[config.mk]
export PLATFORM = sky130hd
export DESIGN_NAME = dec_skip_core
export DESIGN_NICKNAME = d
export VERILOG_FILES = /design/src/hdl/dec_skip_pkg.sv /design/src/hdl/stack_if.sv /design/src/hdl/dec_skip_core.sv /design/src/hdl/return_stack.sv
export SDC_FILE = /design/constraint.sdc
export NUM_CORES = 1
export LEC_CHECK = 0
export ABC_AREA = 1
export BUFFER_PORTS_ARGS = -buffer_cell sky130_fd_sc_hd__buf_2
export CAP_MARGIN = 25
export CELL_PAD_IN_SITES_DETAIL_PLACEMENT = 0
export CELL_PAD_IN_SITES_GLOBAL_PLACEMENT = 1
export CORE_MARGIN = 1.5
export CORE_UTILIZATION = 49
export DETAILED_ROUTE_END_ITERATION = 6
export MAX_ROUTING_LAYER = met4
export PLACE_DENSITY_LB_ADDON = 0.1
export SETUP_SLACK_MARGIN = 0.2
export SYNTH_ARGS = -nofsm -noshare
export SYNTH_HDL_FRONTEND = slang
export SYNTH_SLANG_ARGS = --single-unit
[constraint.sdc]
create_clock -name clk_sys_in -period 2.9 [get_ports clk_sys_in]
set_input_delay 0.145 -clock clk_sys_in [delete_from_list [all_inputs] [get_ports clk_sys_in]]
set_output_delay 0.145 -clock clk_sys_in [all_outputs]
set_load 0.01 [all_outputs]
[src/hdl/dec_skip_pkg.sv]
// Shared constants for the decrement-skip and return-stack execution logic
package dec_skip_pkg;
    localparam int INSTR_W = 16;
    localparam int PC_W = 21;
    localparam int DATA_W = 8;
    localparam int FADDR_W = 12;
    localparam int BANK_W = 4;
    // Quarter-phases per instruction cycle at one clock per oscillator period
    localparam int QUARTER_COUNT = 4;
    localparam logic [5:0] OPC_DEC_SKIP_ZERO = 6'h0b;
    localparam logic [5:0] OPC_DEC_SKIP_NONZERO = 6'h13;
    localparam logic [15:0] OPC_PUSH = 16'h0005;
    localparam logic [15:0] OPC_POP = 16'h0006;
    localparam int DEST_BIT = 9;
    localparam int BANK_BIT = 8;
    localparam logic [7:0] INDEXED_MAX = 8'h5f;
    localparam logic [7:0] ACCESS_SPLIT = 8'h60;
    localparam logic [3:0] ACCESS_LOW_BANK = 4'h0;
    localparam logic [3:0] ACCESS_HIGH_BANK = 4'hf;
    localparam logic [20:0] PUSH_OFFSET = 21'h00_0002;
    localparam logic [7:0] DEC_STEP = 8'h01;
    localparam logic [7:0] W_RESET = 8'h00;
    localparam logic [20:0] STACK_RESET = 21'h00_0000;
    typedef enum logic [1:0] {Q1, Q2, Q3, Q4} quarter_e;
endpackage

[src/hdl/stack_if.sv]
// Command and state link between the core sequencer and the return stack
`timescale 1ns/1ps
interface stack_if #(parameter int LVL_W = 5);
    import dec_skip_pkg::*;
    logic push;
    logic pop;
    logic [PC_W-1:0] push_data;
    logic [PC_W-1:0] top;
    logic [LVL_W-1:0] level;
    modport core (output push, output pop, output push_data, input top, input level);
    modport stack (input push, input pop, input push_data, output top, output level);
endinterface

[src/hdl/dec_skip_core.sv]
// Execution of decrement-skip, push and pop over four quarter-phases
`timescale 1ns/1ps
// Behaviour
// - Decrement-skip-if-zero subtracts one from file register, flags untouched.
// - Destination bit clear writes result to W, set writes file register.
// - Zero result discards prefetched instruction, runs a no-operation cycle.
// - Decrement-skip-if-nonzero skips the next instruction on a nonzero result.
// - Skipping a two-word instruction costs two no-operation cycles, three total.
// - Bank bit clear uses access bank, set uses bank selector value.
// - Bank clear, extended set on, address up to 95: indexed literal offset.
// - Pop discards top return-stack entry, exposing the one beneath, one cycle.
// - Push puts program counter plus two on top of the return stack.
// - Push moves the previous top one level down, still kept.
// - One instruction cycle spans four oscillator periods, four quarter-phases.
module dec_skip_core
    import dec_skip_pkg::*;
#(
    parameter int STACK_DEPTH = 31
)
(
    input wire logic clk_sys_in,
    input wire logic nrst_in,
    input wire logic instr_valid_in,
    input wire logic [INSTR_W-1:0] instr_in,
    input wire logic [PC_W-1:0] pc_in,
    input wire logic next_two_word_in,
    input wire logic [BANK_W-1:0] bank_selector_value_in,
    input wire logic ext_set_en_in,
    input wire logic [FADDR_W-1:0] index_base_in,
    input wire logic [DATA_W-1:0] file_rdata_in,
    output logic instr_take_out,
    output logic nop_cycle_out,
    output logic [1:0] quarter_out,
    output logic [FADDR_W-1:0] file_addr_out,
    output logic file_rd_out,
    output logic file_we_out,
    output logic [DATA_W-1:0] file_wdata_out,
    output logic [DATA_W-1:0] w_out,
    output logic [PC_W-1:0] top_stack_entry_out,
    output logic [$clog2(STACK_DEPTH+1)-1:0] stack_level_out
);
    localparam int LVL_W = $clog2(STACK_DEPTH + 1);

    quarter_e q_r;
    logic [1:0] skip_cnt_r;
    logic op_dz_r;
    logic op_dnz_r;
    logic dest_f_r;
    logic [PC_W-1:0] pc_r;
    logic [DATA_W-1:0] dec_r;
    logic [FADDR_W-1:0] file_addr_r;
    logic file_rd_r;
    logic file_we_r;
    logic [DATA_W-1:0] file_wdata_r;
    logic [DATA_W-1:0] w_r;
    logic push_r;
    logic pop_r;
    logic pop_pend_r;
    logic take_new;
    logic is_dec;
    logic skip_now;
    logic [FADDR_W-1:0] ea;
    logic [7:0] f;

    stack_if #(.LVL_W(LVL_W)) st ();

    return_stack #(.DEPTH(STACK_DEPTH), .LVL_W(LVL_W)) u_stack (
        .clk_sys_in(clk_sys_in),
        .nrst_in(nrst_in),
        .st(st.stack)
    );

    assign st.push = push_r;
    assign st.pop = pop_r;
    assign st.push_data = pc_r + PUSH_OFFSET;

    assign quarter_out = q_r;
    assign instr_take_out = (q_r == Q1);
    assign nop_cycle_out = (q_r == Q1) && (skip_cnt_r != 2'h0);
    assign file_addr_out = file_addr_r;
    assign file_rd_out = file_rd_r;
    assign file_we_out = file_we_r;
    assign file_wdata_out = file_wdata_r;
    assign w_out = w_r;
    assign top_stack_entry_out = st.top;
    assign stack_level_out = st.level;

    // A discarded word is consumed but never decoded
    assign take_new = (q_r == Q1) && (skip_cnt_r == 2'h0) && instr_valid_in;
    assign is_dec = (instr_in[15:10] == OPC_DEC_SKIP_ZERO) ||
        (instr_in[15:10] == OPC_DEC_SKIP_NONZERO);
    assign f = instr_in[7:0];
    assign skip_now = (op_dz_r && dec_r == 8'h00) || (op_dnz_r && dec_r != 8'h00);

    always_comb
    begin
        if (instr_in[BANK_BIT])
        begin
            ea = {bank_selector_value_in, f};
        end
        else if (ext_set_en_in && f <= INDEXED_MAX)
        begin
            ea = index_base_in + {4'h0, f};
        end
        else
        begin
            ea = {(f < ACCESS_SPLIT) ? ACCESS_LOW_BANK : ACCESS_HIGH_BANK, f};
        end
    end

    always_ff @(posedge clk_sys_in)
    begin
        if (!nrst_in)
        begin
            q_r <= Q1;
        end
        else
        begin
            q_r <= quarter_e'(q_r + 2'h1);
        end
    end

    // Decode at the end of Q1; anything not ours runs as a plain cycle
    always_ff @(posedge clk_sys_in)
    begin
        if (!nrst_in)
        begin
            op_dz_r <= 1'b0;
            op_dnz_r <= 1'b0;
            dest_f_r <= 1'b1;
            pc_r <= STACK_RESET;
        end
        else if (q_r == Q1)
        begin
            op_dz_r <= take_new && instr_in[15:10] == OPC_DEC_SKIP_ZERO;
            op_dnz_r <= take_new && instr_in[15:10] == OPC_DEC_SKIP_NONZERO;
            dest_f_r <= instr_in[DEST_BIT];
            pc_r <= pc_in;
        end
    end

    always_ff @(posedge clk_sys_in)
    begin
        if (!nrst_in)
        begin
            file_addr_r <= '0;
            file_rd_r <= 1'b0;
        end
        else
        begin
            file_rd_r <= take_new && is_dec;
            if (take_new && is_dec)
            begin
                file_addr_r <= ea;
            end
        end
    end

    always_ff @(posedge clk_sys_in)
    begin
        if (!nrst_in)
        begin
            dec_r <= 8'h00;
        end
        else if (q_r == Q2 && file_rd_r)
        begin
            dec_r <= file_rdata_in - DEC_STEP;
        end
    end

    // Result lands during Q4; no status flag is touched
    always_ff @(posedge clk_sys_in)
    begin
        if (!nrst_in)
        begin
            file_we_r <= 1'b0;
            file_wdata_r <= 8'h00;
            w_r <= W_RESET;
        end
        else
        begin
            file_we_r <= (q_r == Q3) && (op_dz_r || op_dnz_r) && dest_f_r;
            if (q_r == Q3 && (op_dz_r || op_dnz_r))
            begin
                if (dest_f_r)
                begin
                    file_wdata_r <= dec_r;
                end
                else
                begin
                    w_r <= dec_r;
                end
            end
        end
    end

    // Decided at end of Q3 so the next Q1 already sees the discard
    always_ff @(posedge clk_sys_in)
    begin
        if (!nrst_in)
        begin
            skip_cnt_r <= 2'h0;
        end
        else if (q_r == Q3 && skip_now)
        begin
            skip_cnt_r <= next_two_word_in ? 2'h2 : 2'h1;
        end
        else if (q_r == Q1 && skip_cnt_r != 2'h0)
        begin
            skip_cnt_r <= skip_cnt_r - 2'h1;
        end
    end

    // Push in Q2, pop in Q3, each a single strobe
    always_ff @(posedge clk_sys_in)
    begin
        if (!nrst_in)
        begin
            push_r <= 1'b0;
            pop_r <= 1'b0;
        end
        else
        begin
            push_r <= take_new && instr_in == OPC_PUSH;
            pop_r <= (q_r == Q2) && pop_pend_r;
        end
    end

    always_ff @(posedge clk_sys_in)
    begin
        if (!nrst_in)
        begin
            pop_pend_r <= 1'b0;
        end
        else
        begin
            pop_pend_r <= take_new && instr_in == OPC_POP;
        end
    end
endmodule

[src/hdl/return_stack.sv]
// Hardware return stack with registered top entry
`timescale 1ns/1ps
module return_stack
    import dec_skip_pkg::*;
#(
    parameter int DEPTH = 31,
    parameter int LVL_W = 5
)
(
    input wire logic clk_sys_in,
    input wire logic nrst_in,
    stack_if.stack st
);
    logic [PC_W-1:0] mem [DEPTH];
    logic [LVL_W-1:0] level_r;
    logic [PC_W-1:0] top_r;

    assign st.top = top_r;
    assign st.level = level_r;

    // Full pushes and empty pops are dropped rather than wrapping
    always_ff @(posedge clk_sys_in)
    begin
        if (!nrst_in)
        begin
            level_r <= '0;
        end
        else if (st.push && level_r != LVL_W'(DEPTH))
        begin
            level_r <= level_r + LVL_W'(1);
        end
        else if (st.pop && level_r != '0)
        begin
            level_r <= level_r - LVL_W'(1);
        end
    end

    always_ff @(posedge clk_sys_in)
    begin
        if (st.push && level_r != LVL_W'(DEPTH))
        begin
            mem[level_r] <= st.push_data;
        end
    end

    always_ff @(posedge clk_sys_in)
    begin
        if (!nrst_in)
        begin
            top_r <= STACK_RESET;
        end
        else if (st.push && level_r != LVL_W'(DEPTH))
        begin
            top_r <= st.push_data;
        end
        else if (st.pop && level_r != '0)
        begin
            top_r <= (level_r >= LVL_W'(2)) ? mem[level_r - LVL_W'(2)] : STACK_RESET;
        end
    end
endmodule

* After elaboration in Yosys (flattened, before gate mapping)
Memories as Yosys holds them, arrays and structs flattened.
Index checks and enable logic that the tools add are counted.
** Operators by class
- Add/subtract/negate cells :: 8
- $lt $le $gt $ge :: 3
- Equal/unequal tests :: 7
- Mux-type cells :: 13
- Bitwise operators :: 1
- Reduce and logical (&&, ||, !) cells :: 31
** Operators with widths (count)
- 21-bit two-way mux :: 3
- 16-bit by 3-bit equality test with 1-bit output (second input constant) :: 2
- 12-bit two-way mux :: 2
- 21-bit by 2-bit adder with 21-bit output (second input constant) :: 1
- 1-bit logical AND :: 18
- 12-bit by 8-bit adder with 12-bit output :: 1
- 5-bit two-way mux :: 2
- 8-bit by 7-bit less-or-equal comparator with 1-bit output (second input constant) :: 1
- 8-bit zero test :: 1
- 8-bit by 7-bit less-than comparator with 1-bit output (second input constant) :: 1
- 8-bit nonzero test :: 1
- 8-bit by 1-bit subtractor with 8-bit output (second input constant) :: 1
- 6-bit by 4-bit equality test with 1-bit output (second input constant) :: 1
- 6-bit by 5-bit equality test with 1-bit output (second input constant) :: 1
- 2-bit two-way mux :: 3
- 2-bit nonzero test :: 3
- 5-bit by 1-bit adder with 5-bit output (second input constant) :: 1
- 5-bit by 2-bit greater-or-equal comparator with 1-bit output (second input constant) :: 1
- 5-bit inequality test (second input constant) :: 1
- 5-bit nonzero test :: 1
- 5-bit by 1-bit subtractor with 5-bit output (second input constant) :: 1
- 5-bit by 2-bit subtractor with 5-bit output (second input constant) :: 1
- 2-bit zero test :: 2
- 4-bit two-way mux :: 1
- 8 further kinds :: 12
** Storage, ports and cells
- Register bits :: 95
- Bits in writable memories :: 651
- Input port bits :: 66
- Output and inout port bits :: 60
- Logic and storage cells :: 81
- Memories :: 1
** Memories
- u_stack.mem :: depth 31, width 21, rd ports 1, clocked after Yosys merged registers in 0, write ports 1, line return_stack.sv:14 : logic [PC_W-1:0] mem [DEPTH];

* Logic depth before layout (Yosys ltp)
- Word-level depth :: 5
- Mapped depth :: 16
- Depth with buffers taken out :: 12

* Cells and area by module
From an unflattened synthesis, not the netlist that was laid out.
** Unflattened totals
- Cells, all modules :: 3138
- Area total of the unflattened synthesis :: 31933.1 um^2
** Modules (own cells, without submodules)
- return_stack :: instances 1, cells an instance 2592, area each 28162.0 um^2, sequential area each 20069.2 um^2
- dec_skip_core :: instances 1, cells an instance 546, area each 3771.1 um^2, sequential area each 1381.3 um^2

* Worst setup path after synthesis
Ideal clock, no wire load.
- Path type :: reg2reg
- From :: register u_stack.level_r[1], in the netlist u_stack.st.level[1]
- To :: memory u_stack.mem[16][0] (enable)
- Library setup time :: 0.399 ns
- Data arrival time :: 2.253 ns
- Required time :: 2.501 ns
- Path slack :: 0.249 ns
- Cell stages (with the launch flop) :: 8
- Buffers on the path :: 4
- Clock period less this slack :: 2.651 ns
- Cells stage by stage :: dfxtp_1 > buf_2 > inv_1 > buf_4 > buf_2 > buf_2 > nand3_1 > nor2_1
** On the way
- Cells in the longest elaborated chain, start to end :: 4
** Ends and longest elaborated chain
- start, declared :: line return_stack.sv:15 : logic [LVL_W-1:0] level_r;
- start signal, assigned :: line return_stack.sv:30 : level_r <= level_r + LVL_W'(1);
- start signal, assigned :: line return_stack.sv:34 : level_r <= level_r - LVL_W'(1);
- 5-bit inequality test :: line return_stack.sv:40 : if (st.push && level_r != LVL_W'(DEPTH))
- 1-bit logical AND :: line return_stack.sv:40
- 1-bit two-way mux :: line return_stack.sv:40
- 1-bit two-way mux (not written as such) :: line return_stack.sv:42 : mem[level_r] <= st.push_data;
- end, declared :: line return_stack.sv:14
Several ways; a longest one is shown, not always the timed one.

* Worst setup path after layout
- From :: register u_stack.level_r[1], in the netlist u_stack.st.level[1]
- To :: register u_stack.top_r[10], in the netlist u_stack.st.top[10]
** On the way
- Cells in the longest elaborated chain, start to end :: 5
- Elaborated cells between the ends (all ways) :: 11
- Those cells by class :: 1 x add/sub; 1 x order compare; 1 x eq/ne; 3 x mux; 4 x reduce/logical; 1 x memory
** Ends and longest elaborated chain
- 5-bit by 2-bit subtractor with 5-bit output :: line return_stack.sv:58 : top_r <= (level_r >= LVL_W'(2)) ? mem[level_r - LVL_W'(2)] : STACK_RESET;
- memory 31 x 21 bit
- 21-bit two-way mux :: line return_stack.sv:58
- 21-bit two-way mux :: line return_stack.sv:56 : else if (st.pop && level_r != '0)
- 21-bit two-way mux :: line return_stack.sv:52 : else if (st.push && level_r != LVL_W'(DEPTH))
- end signal, assigned :: line return_stack.sv:54 : top_r <= st.push_data;
- end signal, assigned :: line return_stack.sv:58
- end, declared :: line return_stack.sv:16 : logic [PC_W-1:0] top_r;
Several ways; a longest one is shown, not always the timed one. The select of a mux whose other input is x is not followed.
A chain may end at the register's enable or synchronous reset.

==> flow_metrics.tcl <==
set metrics [dict create \
    tns_ps 0 \
    core.rowCount 93 \
    synthesis.area_per_instance_um2 10.1 \
    vdd_ir_drop_max_mv 0.439 \
    antenna_violating_nets_post_route 0 \
    post-cts-setup-buffer-count 0 \
    cts.htree.levels 3 \
    dominant_combinational_cell_family_by_area_after_synthesis "simple AND/OR/NAND/NOR gates" \
    cts.reportedPaths.clkPinSlew_ps 60 \
    globalRoute.totalOverflow 0 \
    cts_inserted_buffers 80 \
    critical_path.max_fanout 103 \
    cp_slowest_stage_delay_ps 470 \
    worst_r2r_endpoint "u_stack.st.top[10]" \
    antenna_violations_before_repair 1 \
    maxCapViolCount 0 \
    io-pin-count 126 \
    yosys-top-cells-area "edfxtp_1, nand2_1, dfxtp_1, nand3_1, nor2_1" \
    clock_latency_ps 630 \
    achievable_clock_frequency_ghz 0.387 \
    vias_post_dr 23500 \
    reg2reg_slack_ps 320 \
    rr_startpoint "u_stack.st.level[1]" \
    synth_cell_types 42 \
    totalWireLength_mm 93.2 \
    arrival_ps 3080 \
    nets 3437 \
    firstDrtPassIters 6 \
    synth_xor_xnor_area_share_pct 0.604 \
    synth_compound_gate_area_share_pct 2.93 \
    all_layer_gr_usage_pct 29.2 \
    fillerInstances 5652 \
    yosysWarningCount 0 \
    ys_ff_latch 746 \
    synthesis.area_mm2 0.0317 \
    fp.dieArea_mm2 0.0663 \
    most_frequent_cells_in_the_layout "nand2_1, edfxtp_1, nand3_1, buf_2, nor2_1" \
    initial_utilization_pct 49.4 \
    grt_first_pass_wirelength_mm 141 \
    critical_path.startpoint "u_stack.st.level[1]" \
    critical_path.most_common_cell "nand3_1" \
    report.final.slew_viol_count 0 \
    dp_hpwl_mm 54.7 \
    cellPowerDensity_mw_per_mm2 611 \
    synth.yosys.seq_area_share_pct 67.6 \
    critical_path_buf_inv_count 3 \
    chipHeight_um 257 \
    crit_type "reg -> reg" \
    root_buffer "clkbuf_16" \
    cell_type_with_the_highest_aggregate_area_in_the_netlist "edfxtp_1" \
    crit_family "buffers and inverters" \
    cp-end-kind "register" \
    grt_max_degree 142 \
    post-route-util_pct 57.6 \
    worst_slew_margin_rel_pct 30.6 \
    start_kind "register" \
    slowest_stage "buf_12" \
    min_path_type "in -> reg" \
    clock_skew_ps 27.0 \
    cts_max_path_buffers 3 \
    wl_per_cell_um 21.8 \
    synth_top_cell_area_share_pct 61.6 \
    vias_in_the_first_global_route 22800 \
    route.detailed.drc 0 \
    p_total_uw 22600 \
    cp_num_cells 7 \
    timing.final.crit_period_ps 2580 \
    worst_pin_slew_ps 1040 \
    synth-simple-area-share_pct 24.2 \
    critPathCapture "u_stack.st.top[10]" \
    critical_path_required_ps 3390 \
    final_min_period_over_clock_period_pct 89.1 \
    finalHoldViolations 0 \
    tritoncts "yes" \
    power.leakage_uw 0.0146 \
    crit_path_cell_chain "buf_12 -> o21ai_2 -> inv_1 -> buf_4 -> nand3_1 -> nand3_1 -> a21oi_1" \
    clkSinkCount 746 \
    r2r.worst_path.cells 7 \
    synthAdderAreaFrac_pct 0.836 \
    layout.cells.most_common "nand2_1" \
    count_of_input_and_output_buffers 125 \
    mappedNetlistNets 3220 \
    drtIter0Drc 2179 \
    die_width_um 257 \
    final_setup_vio_count 0 \
    syn-instance-count 3134 \
    viasPerCell 5.49 \
    rsz0062_at_grt "no" \
    post_synth_mux_area_share_pct 0 \
    flow.area_growth_from_synthesis_pct 16.6 \
    routabilityCongestion 0.918 \
    run_status "finished clean" \
    final_layout_size_suffix_gt1_share_pct 12.0 \
    core_mm2 0.0642 \
]
==> registers in the layout, summed over array words and instances, names as in the netlist <==
register	cells
dec_r	8
dest_f_r	1
file_addr_out	12
file_rd_out	1
file_wdata_out	8
file_we_out	1
op_dnz_r	1
op_dz_r	1
pc_r	21
pop_pend_r	1
pop_r	1
push_r	1
quarter_out	2
skip_cnt_r	2
u_stack.mem	651
u_stack.st.level	5
u_stack.st.top	21
w_out	8
==> repair_timing <==
item                                    4_1_cts  5_1_grt
hold buffers                                 62        0
resized for setup                             0        1
endpoints found under the setup margin        0        1
endpoints found under the hold margin        48        0
==> logic make-up after synthesis <==
group | after synthesis
fa+ha+maj | 20
buf+inv | 276
flops | 746
compound gates | 173
xor+xnor | 21
simple gates | 1898
==> final cells by class <==
class / count / area [um^2] / share of cell area [%]
multi-input combinational: 2112 / 9280 / 25.1
timing repair buffer: 296 / 2250 / 6.10
inverter: 115 / 444 / 1.20
sequential: 746 / 21500 / 58.0
clock inverter: 44 / 324 / 0.876
clock buffer: 102 / 2140 / 5.78
tap: 855 / 1070 / 2.89
antenna: 1 / 2.50 / 0.00677
==> report_power, final <==
part	internal (uW)	switching (uW)
registers	11900	48.8
clock network	5570	4150
logic	274	649
==> per-stage QoR <==
stage               cell area (um^2)  std cells  setup WS, ps  hold WS (ps)
finish                         37000       4271           316          43.8
global placement               33800       4060           412           372
detailed placement             33800       4060           391           381
CTS                            36900       4268           343          18.8
global route                   37000       4270           201          74.7
floorplan                      31700       3134           249           280
==> worst register-to-register path: stages (launching register included) <==
cell     delay (ps)
dfxtp_4         460
buf_12          480
o21ai_2         290
inv_1           390
buf_4           270
nand3_1         280
nand3_1         200
a21oi_1          70
==> synth_stat cells <==
library cell  instances
a22oi_1               1
inv_1               111
a21boi_1              4
nand3_2               1
o21ai_4               1
nor4_1                1
o22ai_1               1
or2_2                 4
o21ai_0              70
a31oi_1               4
nor2_2                2
fa_1                  2
o21ai_1               1
nor3_2                1
edfxtp_1            651
nand3b_1              5
buf_2                78
buf_1                22
clkbuf_1             48
inv_2                 4
o221ai_1              1
o211ai_1              4
nand2_1            1348
buf_6                 2
buf_4                11
o21ai_2               1
nand3_1             362
o21bai_1              2
a21boi_0              3
ha_1                 18
nand4_1              16
a21oi_1              79
nor2_1              147
xor2_1               14
xnor2_1               6
dfxtp_1              95
xnor2_2               1
and2_1                2
and3_1                1
a21o_1                1
nand2_2               2
nor3_1                6
==> metal layers <==
metal  share of wire (%)  global-route usage, %  routed length (um)  up-vias
met5                   0                      -                   0        -
met4                 2.5                   8.51                2340        0
met3                 7.4                   4.09                6860      162
met2                  48                   46.8               44700      942
li1                    -                      -                   -    11000
met1                  42                   39.0               39300    11400
==> worst min-delay path by stage <==
stage               depth (start not counted)  slack [ps]          from        endpoint
floorplan                                   2         280     pc_in[20]        pc_r[20]
global placement                            3         370     pc_in[13]        pc_r[13]
detailed placement                          3         380     pc_in[19]        pc_r[19]
CTS                                         3          20       nrst_in  quarter_out[1]
global route                                3          70       nrst_in  quarter_out[1]
finish                                      6          40  instr_in[10]          push_r
(Power assumes the default switching activity.)
